--- src/design/udc_consts.svh ---
// constants for the usb device control and endpoint 0 status block
// assumes inclusion by the udc top module
`ifndef UDC_CONSTS_SVH
`define UDC_CONSTS_SVH

// register byte addresses (word aligned)
`define UDC_ADR_CTRL     8'h00
`define UDC_ADR_DEVADDR  8'h04
`define UDC_ADR_TSTAT    8'h08
`define UDC_ADR_ERR      8'h0c
`define UDC_ADR_EP0      8'h10
`define UDC_ADR_ISTAT    8'h14

// reset values
`define UDC_CTRL_RST     8'h06
`define UDC_EP0_RST      8'h00

// control register fields
`define UDC_CTRL_RESUMED   7
`define UDC_CTRL_USBRST    6
`define UDC_CTRL_RESUME    3
`define UDC_CTRL_PWRDN     2
`define UDC_CTRL_SUSPFORCE 1
`define UDC_CTRL_RSTFORCE  0

// endpoint 0 register fields
`define UDC_EP0_CTR      7
`define UDC_EP0_DTX      6
`define UDC_EP0_DRX      2

// handshake state codes
`define UDC_ST_DIS       2'h0
`define UDC_ST_STALL     2'h1
`define UDC_ST_NAK       2'h2
`define UDC_ST_VALID     2'h3

// token pid high bits
`define UDC_PID_OUT      2'h0
`define UDC_PID_IN       2'h2
`define UDC_PID_SETUP    2'h3

// interrupt status error bit
`define UDC_IST_ERR      4

// regulator settle time
`define UDC_SETTLE_NS    3000
`define UDC_CLK_NS       25
`define UDC_SETTLE_CYC   ((`UDC_SETTLE_NS + `UDC_CLK_NS - 1) / `UDC_CLK_NS)

`endif

--- src/design/udc_pkg.sv ---
// types for the usb device control and endpoint 0 status block
// assumes nothing of its surroundings
package udc_pkg;

  typedef enum logic [1:0] {
    UDC_IDLE,
    UDC_ACK
  } udc_bus_type;

  typedef struct packed {
    udc_bus_type bus;
    logic [7:0]  rdat;
    logic [7:0]  ctrl;
    logic [6:0]  addr;
    logic [1:0]  pid;
    logic        dir;
    logic [2:0]  epn;
    logic [2:0]  err;
    logic        ist_err;
    logic        ep0_transfer_done;
    logic        dtx;
    logic [1:0]  stx;
    logic        drx;
    logic [1:0]  srx;
    logic        reset_force_d;
    logic        rst_irq;
    logic        wake;
    logic        vreg_on;
    logic [7:0]  settle;
    logic        rdy;
  } udc_state_type;

endpackage : udc_pkg

--- src/design/udc_top.sv ---
// usb device control, address, status, error and endpoint 0 registers
// assumes a classic wishbone master and a serial engine giving pulses
//
// Design decisions made here: register access over Wishbone and the placing of the registers.
`include "udc_consts.svh"
`timescale 1ns/10ps
`default_nettype none

module udc_top (
  input  wire logic       mclk,
  input  wire logic       rst,
  // wishbone slave
  input  wire logic       wb_cyc_i,
  input  wire logic       wb_stb_i,
  input  wire logic       wb_we_i,
  input  wire logic [7:0] wb_adr_i,
  input  wire logic [3:0] wb_sel_i,
  input  wire logic [31:0] wb_dat_i,
  output logic [31:0]     wb_dat_o,
  output logic            wb_ack_o,
  // serial engine events, one-cycle pulses
  input  wire logic       sie_resume,
  input  wire logic       sie_bus_reset,
  input  wire logic       sie_activity,
  input  wire logic       sie_error,
  input  wire logic [2:0] sie_error_code,
  input  wire logic       sie_ctr,
  input  wire logic [2:0] sie_ctr_ep,
  input  wire logic       sie_ctr_in,
  input  wire logic       sie_ep0_token,
  input  wire logic [1:0] sie_ep0_pid,
  input  wire logic       sie_ep0_ack_in,
  input  wire logic       sie_ep0_data_ok,
  input  wire logic       sie_ep0_data_pid,
  input  wire logic       sie_ep0_stall,
  // link side outputs
  output logic            usb_resume_drive,
  output logic            usb_regulator_on,
  output logic            usb_regulator_ready,
  output logic            usb_suspend,
  output logic            usb_if_reset,
  output logic            usb_reset_event,
  output logic [6:0]      usb_address,
  output logic [1:0]      usb_tx_state,
  output logic [1:0]      usb_rx_state,
  output logic            usb_tx_toggle,
  output logic            usb_rx_toggle
);

  udc_pkg::udc_state_type s_r;
  udc_pkg::udc_state_type s_nxt;

  function automatic logic [7:0] rd_mux(input udc_pkg::udc_state_type s,
                                        input logic [7:0] a);
    case (a)
      `UDC_ADR_CTRL:  rd_mux = {s.ctrl[7:6], 2'h0, s.ctrl[3:0]};
      `UDC_ADR_DEVADDR: rd_mux = {1'h0, s.addr};
      `UDC_ADR_TSTAT: rd_mux = {s.pid, s.dir, 2'h0, s.epn};
      `UDC_ADR_ERR:   rd_mux = {5'h0, s.err};
      `UDC_ADR_EP0:   rd_mux = {s.ep0_transfer_done, s.dtx, s.stx, 1'h0, s.drx, s.srx};
      `UDC_ADR_ISTAT: rd_mux = {3'h0, s.ist_err, 4'h0};
      default:        rd_mux = 8'h00;
    endcase
  endfunction : rd_mux

  logic       wr;
  logic [7:0] wd;
  logic       usb_rst;

  // write lands at the acknowledging edge, request still held
  assign wr = wb_cyc_i && wb_stb_i && wb_we_i && wb_sel_i[0]
              && (s_r.bus == udc_pkg::UDC_ACK);
  assign wd = wb_dat_i[7:0];
  // forced reset acts as bus reset
  assign usb_rst = sie_bus_reset || s_r.ctrl[`UDC_CTRL_RSTFORCE];

  // ------------------------------------------------------------------
  // next state
  // ------------------------------------------------------------------
  always_comb begin
    s_nxt = s_r;
    s_nxt.rst_irq = 1'b0;
    // bus slave: ack one cycle after request, drop next
    case (s_r.bus)
      udc_pkg::UDC_IDLE: begin
        if (wb_cyc_i && wb_stb_i) begin
          s_nxt.bus  = udc_pkg::UDC_ACK;
          s_nxt.rdat = rd_mux(s_r, wb_adr_i);
        end
      end
      udc_pkg::UDC_ACK: s_nxt.bus = udc_pkg::UDC_IDLE;
      default:          s_nxt.bus = udc_pkg::UDC_IDLE;
    endcase
    // software writes; reserved bits dropped
    if (wr) begin
      case (wb_adr_i)
        `UDC_ADR_CTRL: s_nxt.ctrl[3:0] = wd[3:0];
        `UDC_ADR_DEVADDR: s_nxt.addr = wd[6:0];
        `UDC_ADR_ISTAT: if (!wd[`UDC_IST_ERR]) s_nxt.ist_err = 1'b0;
        `UDC_ADR_EP0: begin
          if (!wd[`UDC_EP0_CTR]) s_nxt.ep0_transfer_done = 1'b0;
          s_nxt.dtx = wd[`UDC_EP0_DTX];
          s_nxt.stx = wd[5:4];
          s_nxt.drx = wd[`UDC_EP0_DRX];
          s_nxt.srx = wd[1:0];
        end
        default: ;
      endcase
    end
    // error type clears with error flag
    if (!s_nxt.ist_err) s_nxt.err = 3'h0;
    if (sie_error) begin
      s_nxt.ist_err = 1'b1;
      s_nxt.err = sie_error_code;
    end
    if (sie_resume) s_nxt.ctrl[`UDC_CTRL_RESUMED] = 1'b1;
    if (sie_bus_reset) s_nxt.ctrl[`UDC_CTRL_USBRST] = 1'b1;
    if (sie_activity || sie_resume || sie_bus_reset)
      s_nxt.ctrl[`UDC_CTRL_SUSPFORCE] = 1'b0;
    if (sie_ctr) begin
      s_nxt.epn = sie_ctr_ep;
      if (sie_ctr_ep != 3'h0) s_nxt.dir = sie_ctr_in;
    end
    if (sie_ep0_token) s_nxt.pid = sie_ep0_pid;
    if (sie_ep0_ack_in) s_nxt.dtx = ~s_r.dtx;
    if (sie_ep0_data_ok && sie_ep0_data_pid == s_r.drx)
      s_nxt.drx = ~s_r.drx;
    if (sie_ep0_token && sie_ep0_pid == `UDC_PID_SETUP
        && s_r.srx != `UDC_ST_DIS) begin
      s_nxt.dtx = 1'b1;
      s_nxt.drx = 1'b0;
      s_nxt.stx = `UDC_ST_NAK;
      s_nxt.srx = `UDC_ST_NAK;
    end
    if (sie_ctr && sie_ctr_ep == 3'h0) begin
      s_nxt.ep0_transfer_done = 1'b1;
      s_nxt.stx  = `UDC_ST_NAK;
      s_nxt.srx  = `UDC_ST_NAK;
    end
    if (sie_ep0_stall) begin
      s_nxt.stx = `UDC_ST_STALL;
      s_nxt.srx = `UDC_ST_STALL;
    end
    if (usb_rst) begin
      s_nxt.addr = 7'h00;
      s_nxt.dtx  = 1'b0;
      s_nxt.stx  = `UDC_ST_DIS;
      s_nxt.drx  = 1'b0;
      s_nxt.srx  = `UDC_ST_DIS;
    end
    // event on release of forced reset
    s_nxt.reset_force_d = s_r.ctrl[`UDC_CTRL_RSTFORCE];
    if (s_r.reset_force_d && !s_r.ctrl[`UDC_CTRL_RSTFORCE]) s_nxt.rst_irq = 1'b1;
    s_nxt.wake = s_r.ctrl[`UDC_CTRL_RESUME]
                 && s_r.ctrl[`UDC_CTRL_SUSPFORCE];
    s_nxt.vreg_on = !s_nxt.ctrl[`UDC_CTRL_PWRDN];
    if (!s_nxt.vreg_on) s_nxt.settle = 8'h00;
    else if (s_r.settle != 8'(`UDC_SETTLE_CYC))
      s_nxt.settle = s_r.settle + 8'h01;
    // ready flag registered so the pin comes from a flop
    s_nxt.rdy = (s_nxt.settle == 8'(`UDC_SETTLE_CYC));
  end

  // ------------------------------------------------------------------
  // state register
  // ------------------------------------------------------------------
  always_ff @(posedge mclk or posedge rst) begin
    if (rst) begin
      s_r         <= '0;
      s_r.ctrl    <= `UDC_CTRL_RST;
    end else begin
      s_r <= s_nxt;
    end
  end

  // ------------------------------------------------------------------
  // outputs
  // ------------------------------------------------------------------
  assign wb_ack_o            = (s_r.bus == udc_pkg::UDC_ACK);
  assign wb_dat_o            = {24'h0, s_r.rdat};
  assign usb_resume_drive    = s_r.wake;
  assign usb_regulator_on    = s_r.vreg_on;
  assign usb_regulator_ready = s_r.rdy;
  assign usb_suspend         = s_r.ctrl[`UDC_CTRL_SUSPFORCE];
  assign usb_if_reset        = s_r.ctrl[`UDC_CTRL_RSTFORCE];
  assign usb_reset_event     = s_r.rst_irq;
  assign usb_address         = s_r.addr;
  assign usb_tx_state        = s_r.stx;
  assign usb_rx_state        = s_r.srx;
  assign usb_tx_toggle       = s_r.dtx;
  assign usb_rx_toggle       = s_r.drx;

  function automatic logic resumed_flag();
    resumed_flag = s_r.ctrl[7];
  endfunction : resumed_flag
endmodule : udc_top

`default_nettype wire

--- config.mk ---
export PLATFORM = sky130hd
export DESIGN_NAME = udc_top
export DESIGN_NICKNAME = d
export VERILOG_FILES = /design/src/design/udc_pkg.sv /design/src/design/udc_top.sv
export VERILOG_INCLUDE_DIRS = /design/src /design/src/design
export SDC_FILE = /design/constraint.sdc
export NUM_CORES = 1
export LEC_CHECK = 0
export BUFFER_PORTS_ARGS = -buffer_cell sky130_fd_sc_hd__buf_2
export CAP_MARGIN = 10
export CORE_MARGIN = 2
export CORE_UTILIZATION = 25
export DETAILED_ROUTE_END_ITERATION = 10
export SYNTH_ARGS = -nofsm -noshare
export SYNTH_HDL_FRONTEND = slang
export SYNTH_SLANG_ARGS = --single-unit
--- constraint.sdc ---
create_clock -name mclk -period 1.7 [get_ports mclk]
set_input_delay 0.085 -clock mclk [delete_from_list [all_inputs] [get_ports mclk]]
set_output_delay 0.085 -clock mclk [all_outputs]
set_load 0.01 [all_outputs]
==> results by group, run 1 <==
Synthesis
  – Post-synth top area share: 41.3%
  – Top cell type by total area after synthesis: dfrtp_1
  – Seq cells post-synth: 52
  – Syn Area/Cell: 10.0 um^2
  – Main synth FF type: dfrtp_1
  – Synth top area cells: dfrtp_1, buf_4, mux2_2
  – Cell with the most instances after synthesis: dfrtp_1
  – Synth Cell Area: 3030 um^2
  – Ys Warns: 0
  – EDFF count, synth: 0
  – Share of flip-flops with an asynchronous set or reset: 100%
  – Yosys cell types: 58
  – List of most frequent post-synthesis cells: dfrtp_1, buf_4, nand2_1, nor2_1, mux2i_1
  – Register area share after synthesis: 43.1%
  – Syn Inst Count: 302

Setup path
  – Crit path cell chain: and3_1 -> and4_1 -> mux2_2 -> buf_4 -> a21oi_1
  – Worst path arrival time: 1.80 ns
  – Worst setup EP type: register
  – Worst path slowest cell: mux2_2
  – Worst path max stage delay: 0.37 ns
  – CP Launch Type: register
  – Reg2Reg Setup Slack: 0.12 ns
  – Setup Crit Path Kind: reg -> reg
  – Worst r2r dst: s_r[3]
  – Critical R2R Launch: s_r[53]
  – CP Max Fanout: 10
  – R2r worst-path depth: 5
  – Critical Path RT: 1.92 ns

Routing
  – Vias post-DR: 2343
  – Post-DR wirelength/cell: 14.8 um
  – Total wire length: 7570 um
  – DRC viols: 0
  – First-pass DRT Iterations: 5
  – Post-DRT Antenna Nets: 0
  – Drt initial violations: 128
  – Vias per inst: 4.58

Min path
  – WHS Endpoint: s_r[21]
  – Min-Delay Path Depth: 3
  – Min-delay src: sie_error_code[0]
  – Hold Path Class: in -> reg

Placement
  – Routability congestion estimate: 0.806
  – Hpwl dp: 5990 um
  – PortBufs: 68

Timing
  – Final period utilization: 93.1%
  – Highest achievable clock rate: 632 MHz
  – Minimum clock period: 1.58 ns
  – Endpoints failing setup: 0
  – Final Hold Vio Count: 0
  – Max Clock Skew: 0.00610 ns
  – RSZ-0062 raised after global routing: no
  – Max-slew violations: 0
  – Setup TNS: 0 ns
  – Hold Worst Slack: 0.0103 ns

CTS
  – Root buffer cell: clkbuf_16
  – H-tree depth: 2
  – CTS max path bufs: 2
  – Clock Sinks: 52
  – Clock latency on the worst-skew pair: 0.29 ns
  – Total CTS buffers: 5
  – Clk pin slew, worst setup/hold paths: 0.07 ns
  – Post-CTS setup buffers: 0
  – CTS tree: yes

Floorplanning
  – Die Area: 13000 um^2
  – Core ar.: 11900 um^2
  – Row cnt: 40
  – Die Height: 114 um
  – DIE WIDTH: 114 um
  – Initial Util: 25.4%
  – Ports: 120

Global route
  – Largest net degree at the start of global routing: 53
  – First-pass GRT wire length: 11900 um
  – Initial antenna violation count: 3
  – Grt ovf: 0
  – Total GRT Usage: 11.8%
  – Vias in the first global route: 2290

Finish
  – Fillcell total: 1243
  – Register area: 1300 um^2
  – Multi-input gate area: 1380 um^2
  – Fraction of layout cells with a size suffix above 1: 32.4%
  – Area grow syn2layout: 18.3%
  – NumNets Final: 433

Pwr
  – Pleak: 1.72 nW
  – Switch share: 27.8%
  – Seq pwr share: 46.4%
  – Highest ir drop seen on vdd: 350 uV
  – Power density over the cells: 892 nW/um^2
  – Cell Int Power: 2.30 mW
  – Comb power frac: 17.8%
  – P_sw: 888 uW
  – Clock share of power: 35.8%

Job
  – Max Cap Viol: 0

Run status
  – Outcome: completed
-- timing repair --
item	CTS	global route
resized for setup	0	2
hold buffers	4	0
endpoints found under the setup margin	0	1
hold endpoints to repair	52	0
-- layout make-up --
| cell class | instances | share of cell area, % |
|---|---|---|
| flip-flops and latches | 52 | 36.4 |
| diodes | 1 | 0.0699 |
| clock inverters | 3 | 1.19 |
| inverters | 8 | 0.839 |
| well taps | 147 | 5.14 |
| repair buffers | 87 | 14.5 |
| multi-input cells | 209 | 38.4 |
| clock buffers | 5 | 3.49 |
-- metrics by stage --
| stage | area [um^2] | std cells | power (mW) | util [%] | setup slack, ns |
|---|---|---|---|---|---|
| final | 3580 | 512 | 3.19 | 30.1 | 0.118 |
| after detailed placement | 3370 | 499 | 2.06 | 28.3 | 0.0389 |
| after floorplan | 3110 | 325 | 1.90 | - | 0.210 |
| after CTS | 3580 | 511 | 3.22 | 30.0 | 0.0268 |
| after global routing | 3580 | 512 | 3.36 | 30.1 | 0.0178 |
| after global placement | 3370 | 499 | 2.04 | 28.3 | 0.0821 |
-- worst max-delay path: cells and delay by family, from the launching register on --
family	cells	cell delay, ns
AO/OA/AOI/OAI	1	0.12
buffers and inverters	1	0.18
flip-flops	1	0.35
multiplexers	1	0.37
AND/OR/NAND/NOR	2	0.49
-- power by group through the flow --
stage	Combinational (mW)	Clock, mW	Sequential, mW
2_1_floorplan	0.439	0	1.46
3_3_place_gp	0.544	0	1.50
3_5_place_dp	0.560	0	1.50
4_1_cts	0.569	1.17	1.48
5_1_grt	0.641	1.22	1.50
6_report	0.567	1.14	1.48
-- cells by family (layout without fill, tap and decap cells) --
family,after synthesis,count (layout),synth area share [%]
DFF,52,52,43.1
adders and majority gates,2,2,0.827
and+or+nand+nor,105,105,19.2
xor gates and xnor gates,6,6,1.74
muxes,27,27,9.47
AOI/OAI and AO/OA,45,45,11.1
buffers and inverters,64,103,14.4
other,1,25,0.124
-- per-layer routing --
layer,wire length [um],track usage (%)
met3,513,3.88
met4,133,3.50
met1,3260,15.0
met5,24,0
met2,3640,19.2
-- state kept, by name, indices dropped and copies added (netlist names) --
register             count
usb_rx_toggle            1
usb_reset_event          1
usb_address              7
usb_if_reset             1
usb_rx_state             2
usb_tx_toggle            1
usb_resume_drive         1
usb_regulator_on         1
usb_tx_state             2
usb_regulator_ready      1
usb_suspend              1
wb_dat_o                 8
s_r                     25
-- worst max-delay path by stage --
stage	slack, ns	end	cells past startpoint	start
2_1_floorplan	0.21	usb_regulator_ready	5	s_r[53]
3_3_place_gp	0.08	s_r[3]	6	wb_adr_i[1]
3_5_place_dp	0.04	usb_regulator_ready	5	s_r[1]
4_1_cts	0.03	usb_regulator_ready	5	s_r[1]
5_1_grt	0.02	usb_regulator_ready	5	s_r[1]
6_report	0.12	s_r[3]	5	s_r[53]
-- cells in the final DEF (no fill, tap or decap), types with 2 or more instances in the layout --
master,n
a32o_1,2
and3b_1,2
o21ai_0,5
nand3b_1,3
and3_1,4
dlygate4sd3_1,4
or2_2,3
conb_1,24
and4_1,5
dfrtp_1,50
xnor2_1,2
nand2_1,38
nor2_1,17
and4b_1,2
xor2_1,4
nor2b_1,4
a31oi_1,4
o21bai_1,2
a211o_1,3
a21oi_1,4
mux2_2,13
buf_4,13
a211oi_1,2
buf_2,68
mux2i_1,14
dfstp_2,2
nand3_1,6
o31ai_1,6
buf_12,2
a2111oi_0,2
o2bb2ai_1,2
inv_1,7
and2_1,3
or4_4,2
a221oi_1,2
nor4_1,5
a22oi_1,3
clkbuf_16,5
No activity file was read; power rests on OpenSTA's default activity.
==> inputs of run 2 (changes only) <==
--- a/config.mk
+++ b/config.mk
@@ -6,11 +6,15 @@
 export SDC_FILE = /design/constraint.sdc
 export NUM_CORES = 1
 export LEC_CHECK = 0
+export ABC_AREA = 1
 export BUFFER_PORTS_ARGS = -buffer_cell sky130_fd_sc_hd__buf_2
 export CAP_MARGIN = 10
+export CELL_PAD_IN_SITES_DETAIL_PLACEMENT = 1
+export CELL_PAD_IN_SITES_GLOBAL_PLACEMENT = 2
 export CORE_MARGIN = 2
 export CORE_UTILIZATION = 25
 export DETAILED_ROUTE_END_ITERATION = 10
+export PLACE_DENSITY_LB_ADDON = 0.1
 export SYNTH_ARGS = -nofsm -noshare
 export SYNTH_HDL_FRONTEND = slang
 export SYNTH_SLANG_ARGS = --single-unit
==> run 2 against run 1 <==
Setup slack better by 0.093 ns. Die area is 0.44% higher. Final area is 1.4% higher. Sequential share of layout area shrank 0.50 points. Count of clock-buffer cells in the layout unchanged. Global-route usage grew 2.1 points.
==> results by group, run 2 <==
Run status
  – Outcome: completed

Pwr
  – Highest ir drop seen on vdd: 404 uV (+15%)
  – Pleak: 1.97 nW (+15%)
  – Power density over the cells: 873 nW/um^2 (-2.1%)
  – Tot Pwr: 3.17 mW (-0.70%)

Routing
  – Drt initial violations: 72 (-44%)
  – Post-DRT Antenna Nets: 0 (unchanged)
  – DRC viols: 0 (unchanged)
  – Vias per inst: 4.23 (-7.5%)
  – Vias post-DR: 2583 (+10%)
  – Post-DR wirelength/cell: 14.1 um (-4.8%)
  – First-pass DRT Iterations: 4 (-1)
  – Total wire length: 8590 um (+13%)

Global route
  – Initial antenna violation count: 0 (-3)
  – Largest net degree at the start of global routing: 53 (unchanged)
  – Vias in the first global route: 2758 (+20%)
  – First-pass GRT wire length: 14100 um (+18%)
  – Grt ovf: 0 (unchanged)
  – Total GRT Usage: 13.9% (+2.1 points)

Floorplanning
  – Die Area: 13100 um^2 (+0.44%)
  – Row cnt: 40 (unchanged)
  – DIE WIDTH: 114 um (+0.22%)
  – Ports: 120 (unchanged)
  – Initial Util: 25.4% (about the same)
  – Die Height: 114 um (+0.22%)
  – Core ar.: 12000 um^2 (+0.42%)

Timing
  – Final Hold Vio Count: 0 (unchanged)
  – Max Clock Skew: 0.00506 ns (-0.00104 ns)
  – Worst setup margin: 0.211 ns (+0.0927 ns)
  – RSZ-0062 raised after global routing: no
  – Max-slew violations: 0 (unchanged)
  – Endpoints failing setup: 0 (unchanged)
  – Final period utilization: 87.6% (-5.5 points)
  – Setup TNS: 0 ns (unchanged)
  – Minimum clock period: 1.49 ns (-0.0927 ns)
  – Hold Worst Slack: 0.0177 ns (+0.00739 ns)
  – Highest achievable clock rate: 672 MHz (+6.2%)

Setup path
  – Setup Crit Path Kind: in -> reg
  – CP Max Fanout: 7 (-3)
  – Worst setup EP type: register
  – Critical Path RT: 1.89 ns (-0.03 ns)
  – Worst Setup SP: sie_ep0_token
  – Reg2Reg Setup Slack: 0.24 ns (+0.12 ns)
  – Critical R2R Launch: s_r[1]
  – CP Launch Type: primary input
  – Worst path arrival time: 1.68 ns (-0.12 ns)

Min path
  – Hold Path Class: in -> reg
  – Min-delay src: sie_resume

Finish
  – Post-Layout Inst Area: 3630 um^2 (+1.4%)
  – Antenna cells: 0 (-1)
  – Fillcell total: 1472 (+18%)
  – Fraction of layout cells with a size suffix above 1: 24.8% (-7.6 points)
  – Highest-count cells in the layout ignoring fill and taps: nand2_1, buf_2, dfrtp_1
  – Fin util: 30.4% (+0.29 points)
  – Reg with most FFs: s_r
  – Fin cells: 610 (+19%)
  – Commonest non-fill, non-tap cell in the layout: nand2_1
  – Area grow syn2layout: 19.4%
  – Max FFs per register: 25 (unchanged)
  – NumNets Final: 532 (+23%)

CTS
  – H-tree depth: 2 (unchanged)
  – Total CTS buffers: 5 (unchanged)
  – Clock latency on the worst-skew pair: 0.30 ns (about the same)
  – Clock Sinks: 52 (unchanged)
  – Clk pin slew, worst setup/hold paths: 0.07 ns (about the same)
  – CTS tree: yes
  – CTS max path bufs: 2 (unchanged)
  – Root buffer cell: clkbuf_16

Synthesis
  – Post-synth top area share: 41.2% (-0.19 points)
  – Syn Area/Cell: 7.70 um^2 (-23%)
  – Top cell type by total area after synthesis: dfrtp_1
  – Ys Warns: 0 (unchanged)
  – Share of flip-flops with an asynchronous set or reset: 100% (unchanged)
  – Seq cells post-synth: 52 (unchanged)
  – Yosys cell types: 31 (-47%)
  – Synth Cell Area: 3040 um^2 (+0.45%)
  – EDFF count, synth: 0 (unchanged)
  – Main synth FF type: dfrtp_1
  – Syn Inst Count: 395 (+31%)
  – Register area share after synthesis: 42.9% (-0.19 points)
  – Cell with the most instances after synthesis: nand2_1
  – Synth top area cells: dfrtp_1, nand2_1, buf_4
  – List of most frequent post-synthesis cells: nand2_1, dfrtp_1, buf_4, inv_1, nand3_1

Placement
  – Hpwl dp: 6920 um (+16%)
  – Placed Cells: 595 (+19%)
  – PortBufs: 68 (unchanged)
  – Place WS: 0.174 ns (+0.136 ns)
  – Placed cell area: 3380 um^2 (+0.48%)
  – Routability congestion estimate: 0.745 (-7.5%)

Job
  – Max Cap Viol: 0 (unchanged)
==> run 2: layout make-up <==
type / count / area [um^2] / area share (%)
Inverter: 45 / 169 / 4.65
Clock inverter: 3 / 46.3 / 1.27
Sequential cell: 52 / 1300 / 35.9
Multi-Input combinational cell: 274 / 1320 / 36.3
Tap cell: 147 / 184 / 5.07
Clock buffer: 5 / 125 / 3.45
Timing Repair Buffer: 84 / 485 / 13.4
==> run 2: worst paths after layout <==
check | endpoint | cells past startpoint
setup / recovery | usb_tx_state[1] | 10
hold / removal | s_r[44] | 2
setup reg to reg | usb_regulator_ready | 9
hold reg to reg | usb_reset_event | 2
max in group asynchronous | usb_suspend | 4
min in group asynchronous | usb_tx_toggle | 4
==> run 2: report_power, final <==
| group | total [mW] | switching (mW) | internal [mW] |
|---|---|---|---|
| registers | 1.44 | 0.0958 | 1.34 |
| logic | 0.526 | 0.324 | 0.202 |
| clock network | 1.21 | 0.504 | 0.702 |
==> run 2: critical path, cell delays in order <==
cell and delay (ns):
dlygate4sd3_1 0.54, buf_2 0.14, nand2_1 0.08, nor2_1 0.05, o21ai_1 0.14, nand2_1 0.13, a21oi_4 0.23, nand3_2 0.13
nand2_1 0.09, nand2_1 0.05
==> run 2: cell families (layout without fill, tap and decap cells) <==
kind of cell	count (synthesis)	count (layout)	synth area share [%]
other	1	24	0.123
adder cells (fa/ha/maj)	2	2	0.823
AND/OR/NAND/NOR	210	210	32.4
AO/OA/AOI/OAI	36	36	6.26
flip-flops	52	52	42.9
buffers and inverters	92	137	17.0
XOR/XNOR	2	2	0.576
==> run 2: routing by layer <==
| layer | track usage [%] | vias to the layer above | wire, um |
|---|---|---|---|
| met3 | 2.06 | 5 | 283 |
| met1 | 19.1 | 1206 | 4200 |
| met2 | 23.1 | 59 | 4020 |
| met5 | 0 | - | 0 |
| li1 | - | 1313 | - |
| met4 | 3.17 | 0 | 84 |
==> run 2: what timing repair did <==
action | in CTS | in global routing
hold buffers | 5 | 0
resized for setup | 0 | 2
endpoints found under the hold margin | 54 | 0
endpoints found under the setup margin | 0 | 7
buffers inserted | 0 | 2
==> inputs of run 3 (changes only) <==
--- a/config.mk
+++ b/config.mk
@@ -14,7 +14,8 @@
 export CORE_MARGIN = 2
 export CORE_UTILIZATION = 25
 export DETAILED_ROUTE_END_ITERATION = 10
-export PLACE_DENSITY_LB_ADDON = 0.1
+export GPL_TIMING_DRIVEN = 0
+export PLACE_DENSITY_LB_ADDON = 0.15
 export SYNTH_ARGS = -nofsm -noshare
 export SYNTH_HDL_FRONTEND = slang
 export SYNTH_SLANG_ARGS = --single-unit
==> run 3 against run 2 <==
Sequential power about the same. Largest power group unchanged. First-iteration DRC count grew 42%. Clock power fell by 4%. The run now ends with hold timing left. Via count grew 5.1%. Flip-flop and latch count unchanged. Critical path depth down 4. Count of clock-buffer cells in the layout is the same. Power down 0.47%. Die area is the same. Worst hold slack got worse by 0.018 ns. Final area is 6.5% higher. Cell count grew 5.4%.
==> results by group, run 3 (synthesis results as in run 2) <==
Routing
  – First-pass DRT Iterations: 4 (unchanged)
  – DRC viols: 0 (unchanged)
  – Highest routed layer: met4
  – Vias post-DR: 2715 (+5.1%)
  – Metal-1 WL: 4080 um (-2.8%)
  – Vias per inst: 4.22 (-0.28%)
  – Drt initial violations: 102 (+42%)
  – Met2 WL post-DR: 3770 um (-6.3%)
  – Post-DR wirelength/cell: 12.9 um (-8.6%)
  – Met3 wire len: 357 um (+26%)
  – Total wire length: 8270 um (-3.7%)
  – Post-DRT Antenna Nets: 0 (unchanged)

Floorplanning
  – Die Area: 13100 um^2 (unchanged)
  – Die Height: 114 um (unchanged)
  – Core ar.: 12000 um^2 (unchanged)
  – Initial Util: 25.4% (unchanged)
  – DIE WIDTH: 114 um (unchanged)
  – Ports: 120 (unchanged)
  – Row cnt: 40 (unchanged)

Placement
  – PortBufs: 67 (-1.5%)
  – Hpwl dp: 6870 um (-0.73%)
  – Routability congestion estimate: 0.766 (+2.8%)
  – Placed cell area: 3670 um^2 (+8.3%)
  – Place WS: 0.0186 ns (-0.156 ns)
  – Placed Cells: 633 (+6.4%)

Global route
  – Largest net degree at the start of global routing: 36 (-32%)
  – Grt ovf: 0 (unchanged)
  – First-pass GRT wire length: 13800 um (-2.0%)
  – Vias in the first global route: 2689 (-2.5%)
  – Total GRT Usage: 13.4% (-0.46 points)
  – Initial antenna violation count: 0 (unchanged)

Setup path
  – CP Max Fanout: 7 (unchanged)
  – Most used cell, CP: nand2_1
  – Critical Path RT: 1.88 ns (about the same)
  – Crit path cell chain: o21ai_2 -> nand2_1 -> a21oi_4 -> nand3_2 -> nand2_1 -> nand2_1
  – Worst path arrival time: 1.67 ns (about the same)
  – Setup Crit Path Kind: reg -> reg
  – Top delay family on crit path: compound AO/OA/AOI/OAI gates
  – Worst path slowest cell: dfrtp_1
  – Crit path buf inv count: 0 (-2)
  – Worst path max stage delay: 0.44 ns (-0.10 ns)
  – Critical R2R Launch: usb_rx_state[0]
  – Reg2Reg Setup Slack: 0.21 ns (-0.03 ns)
  – Worst setup EP type: register
  – CP Launch Type: register
  – Worst r2r dst: usb_rx_state[1]
  – R2r worst-path depth: 6 (-3)

CTS
  – Clk pin slew, worst setup/hold paths: 0.07 ns (about the same)
  – CTS tree: yes
  – Root buffer cell: clkbuf_16
  – Post-CTS setup buffers: 0 (unchanged)
  – Clock Sinks: 52 (unchanged)
  – CTS max path bufs: 2 (unchanged)
  – Total CTS buffers: 5 (unchanged)
  – Clock latency on the worst-skew pair: 0.29 ns (about the same)
  – H-tree depth: 2 (unchanged)

Timing
  – Hold Worst Slack: -0.000691 ns (-0.0184 ns)
  – Max Clock Skew: 0.00560 ns (+0.000537 ns)
  – Setup TNS: 0 ns (unchanged)
  – Final period utilization: 87.8% (+0.19 points)
  – Minimum clock period: 1.49 ns (+0.00331 ns)
  – Worst setup margin: 0.208 ns (-0.00331 ns)
  – Highest achievable clock rate: 670 MHz (-0.22%)
  – RSZ-0062 raised after global routing: no
  – Endpoints failing setup: 0 (unchanged)
  – Max-slew violations: 0 (unchanged)
  – Final Hold Vio Count: 1 (+1)

Finish
  – Highest-count cells in the layout ignoring fill and taps: nand2_1, buf_2, dfrtp_1
  – Fin cells: 643 (+5.4%)
  – Post-Layout Inst Area: 3870 um^2 (+6.5%)
  – Fraction of layout cells with a size suffix above 1: 30.4% (+5.6 points)
  – Antenna cells: 0 (unchanged)
  – Multi-input gate area: 1320 um^2 (+0.29%)
  – NumNets Final: 565 (+6.2%)
  – Fillcell total: 1505 (+2.2%)
  – Reg with most FFs: s_r
  – Area grow syn2layout: 27.2%
  – Register area: 1300 um^2 (unchanged)
  – Max FFs per register: 25 (unchanged)
  – Commonest non-fill, non-tap cell in the layout: nand2_1

Min path
  – WHS Endpoint: s_r[23]
  – Min-Delay Path Depth: 3 (+1)
  – Min-delay src: sie_error_code[2]
  – Hold Path Class: in -> reg

Pwr
  – Tot Pwr: 3.16 mW (-0.47%)
  – Power density over the cells: 816 nW/um^2 (-6.6%)
  – Pleak: 2.15 nW (+9.3%)
  – Highest ir drop seen on vdd: 325 uV (-20%)

Run status
  – Violated checks: hold timing
  – Outcome: finished, violations left

Job
  – Max Cap Viol: 0 (unchanged)
-- run 3: cell types whose count changed in the layout (fill, tap and decap cells not counted) --
cell / previous run / this run
inv_6: 1 / 0
clkinv_2: 0 / 1
dlygate4sd3_1: 5 / 2
buf_4: 10 / 45
clkbuf_1: 0 / 1
o21ai_2: 0 / 1
o21ai_1: 4 / 3
-- run 3: how the worst max path moves through the flow --
stage,depth (start not counted),to,start,slack [ns]
6_report,6,usb_rx_state[1],usb_rx_state[0],0.21
5_1_grt,6,usb_rx_state[1],usb_if_reset,0.008
4_1_cts,6,usb_rx_state[1],usb_rx_state[1],0.002
3_5_place_dp,6,usb_rx_state[1],usb_rx_state[1],0.02
3_3_place_gp,2,wb_dat_o[4],rst,-0.50
2_1_floorplan,6,usb_rx_state[0],usb_if_reset,0.33
-- run 3: tightest hold or removal path, delay by kind of cell --
| family | cells | cell delay, ns |
|---|---|---|
| simple gates | 2 | 0.09 |
| buf+inv | 1 | 0.07 |
-- run 3: through the flow --
stage | hold WS, ns | util, %
6_report | -0.000691 | 32.3
5_1_grt | 0.0140 | 32.3
4_1_cts | 0.000116 | 32.2
3_5_place_dp | 0.114 | 30.6
3_3_place_gp | 0.292 | 30.5
2_1_floorplan | 0.174 | -
-- run 3: layout make-up --
class	instances	area share (%)
repair buffers	70	9.71
multi-input cells	274	34.2
plain buffers	47	8.96
clock buffers	5	3.24
flip-flops and latches	52	33.7
inverters	45	4.37
well taps	147	4.76
clock inverters	3	1.10
-- run 3: repair_timing --
action	in CTS	in global routing
pin swaps	0	0
setup endpoints to repair	1	5
hold buffers	2	0
endpoints found under the hold margin	18	0
gates resized for setup	1	2
-- run 3: metal layers --
| metal | vias up | global-route usage, % |
|---|---|---|
| li1 | 1385 | - |
| met2 | 68 | 21.0 |
| met5 | - | 0 |
| met3 | 2 | 2.01 |
| met4 | 0 | 3.17 |
| met1 | 1260 | 19.5 |
-- run 3: report_power, final --
group          switching, mW  total (mW)  leakage (nW)  internal (mW)
sequential             0.102        1.45         0.654           1.34
clock                  0.467        1.16        0.0798          0.693
combinational          0.318       0.550          1.42          0.232
total                  0.887        3.16          2.15           2.27
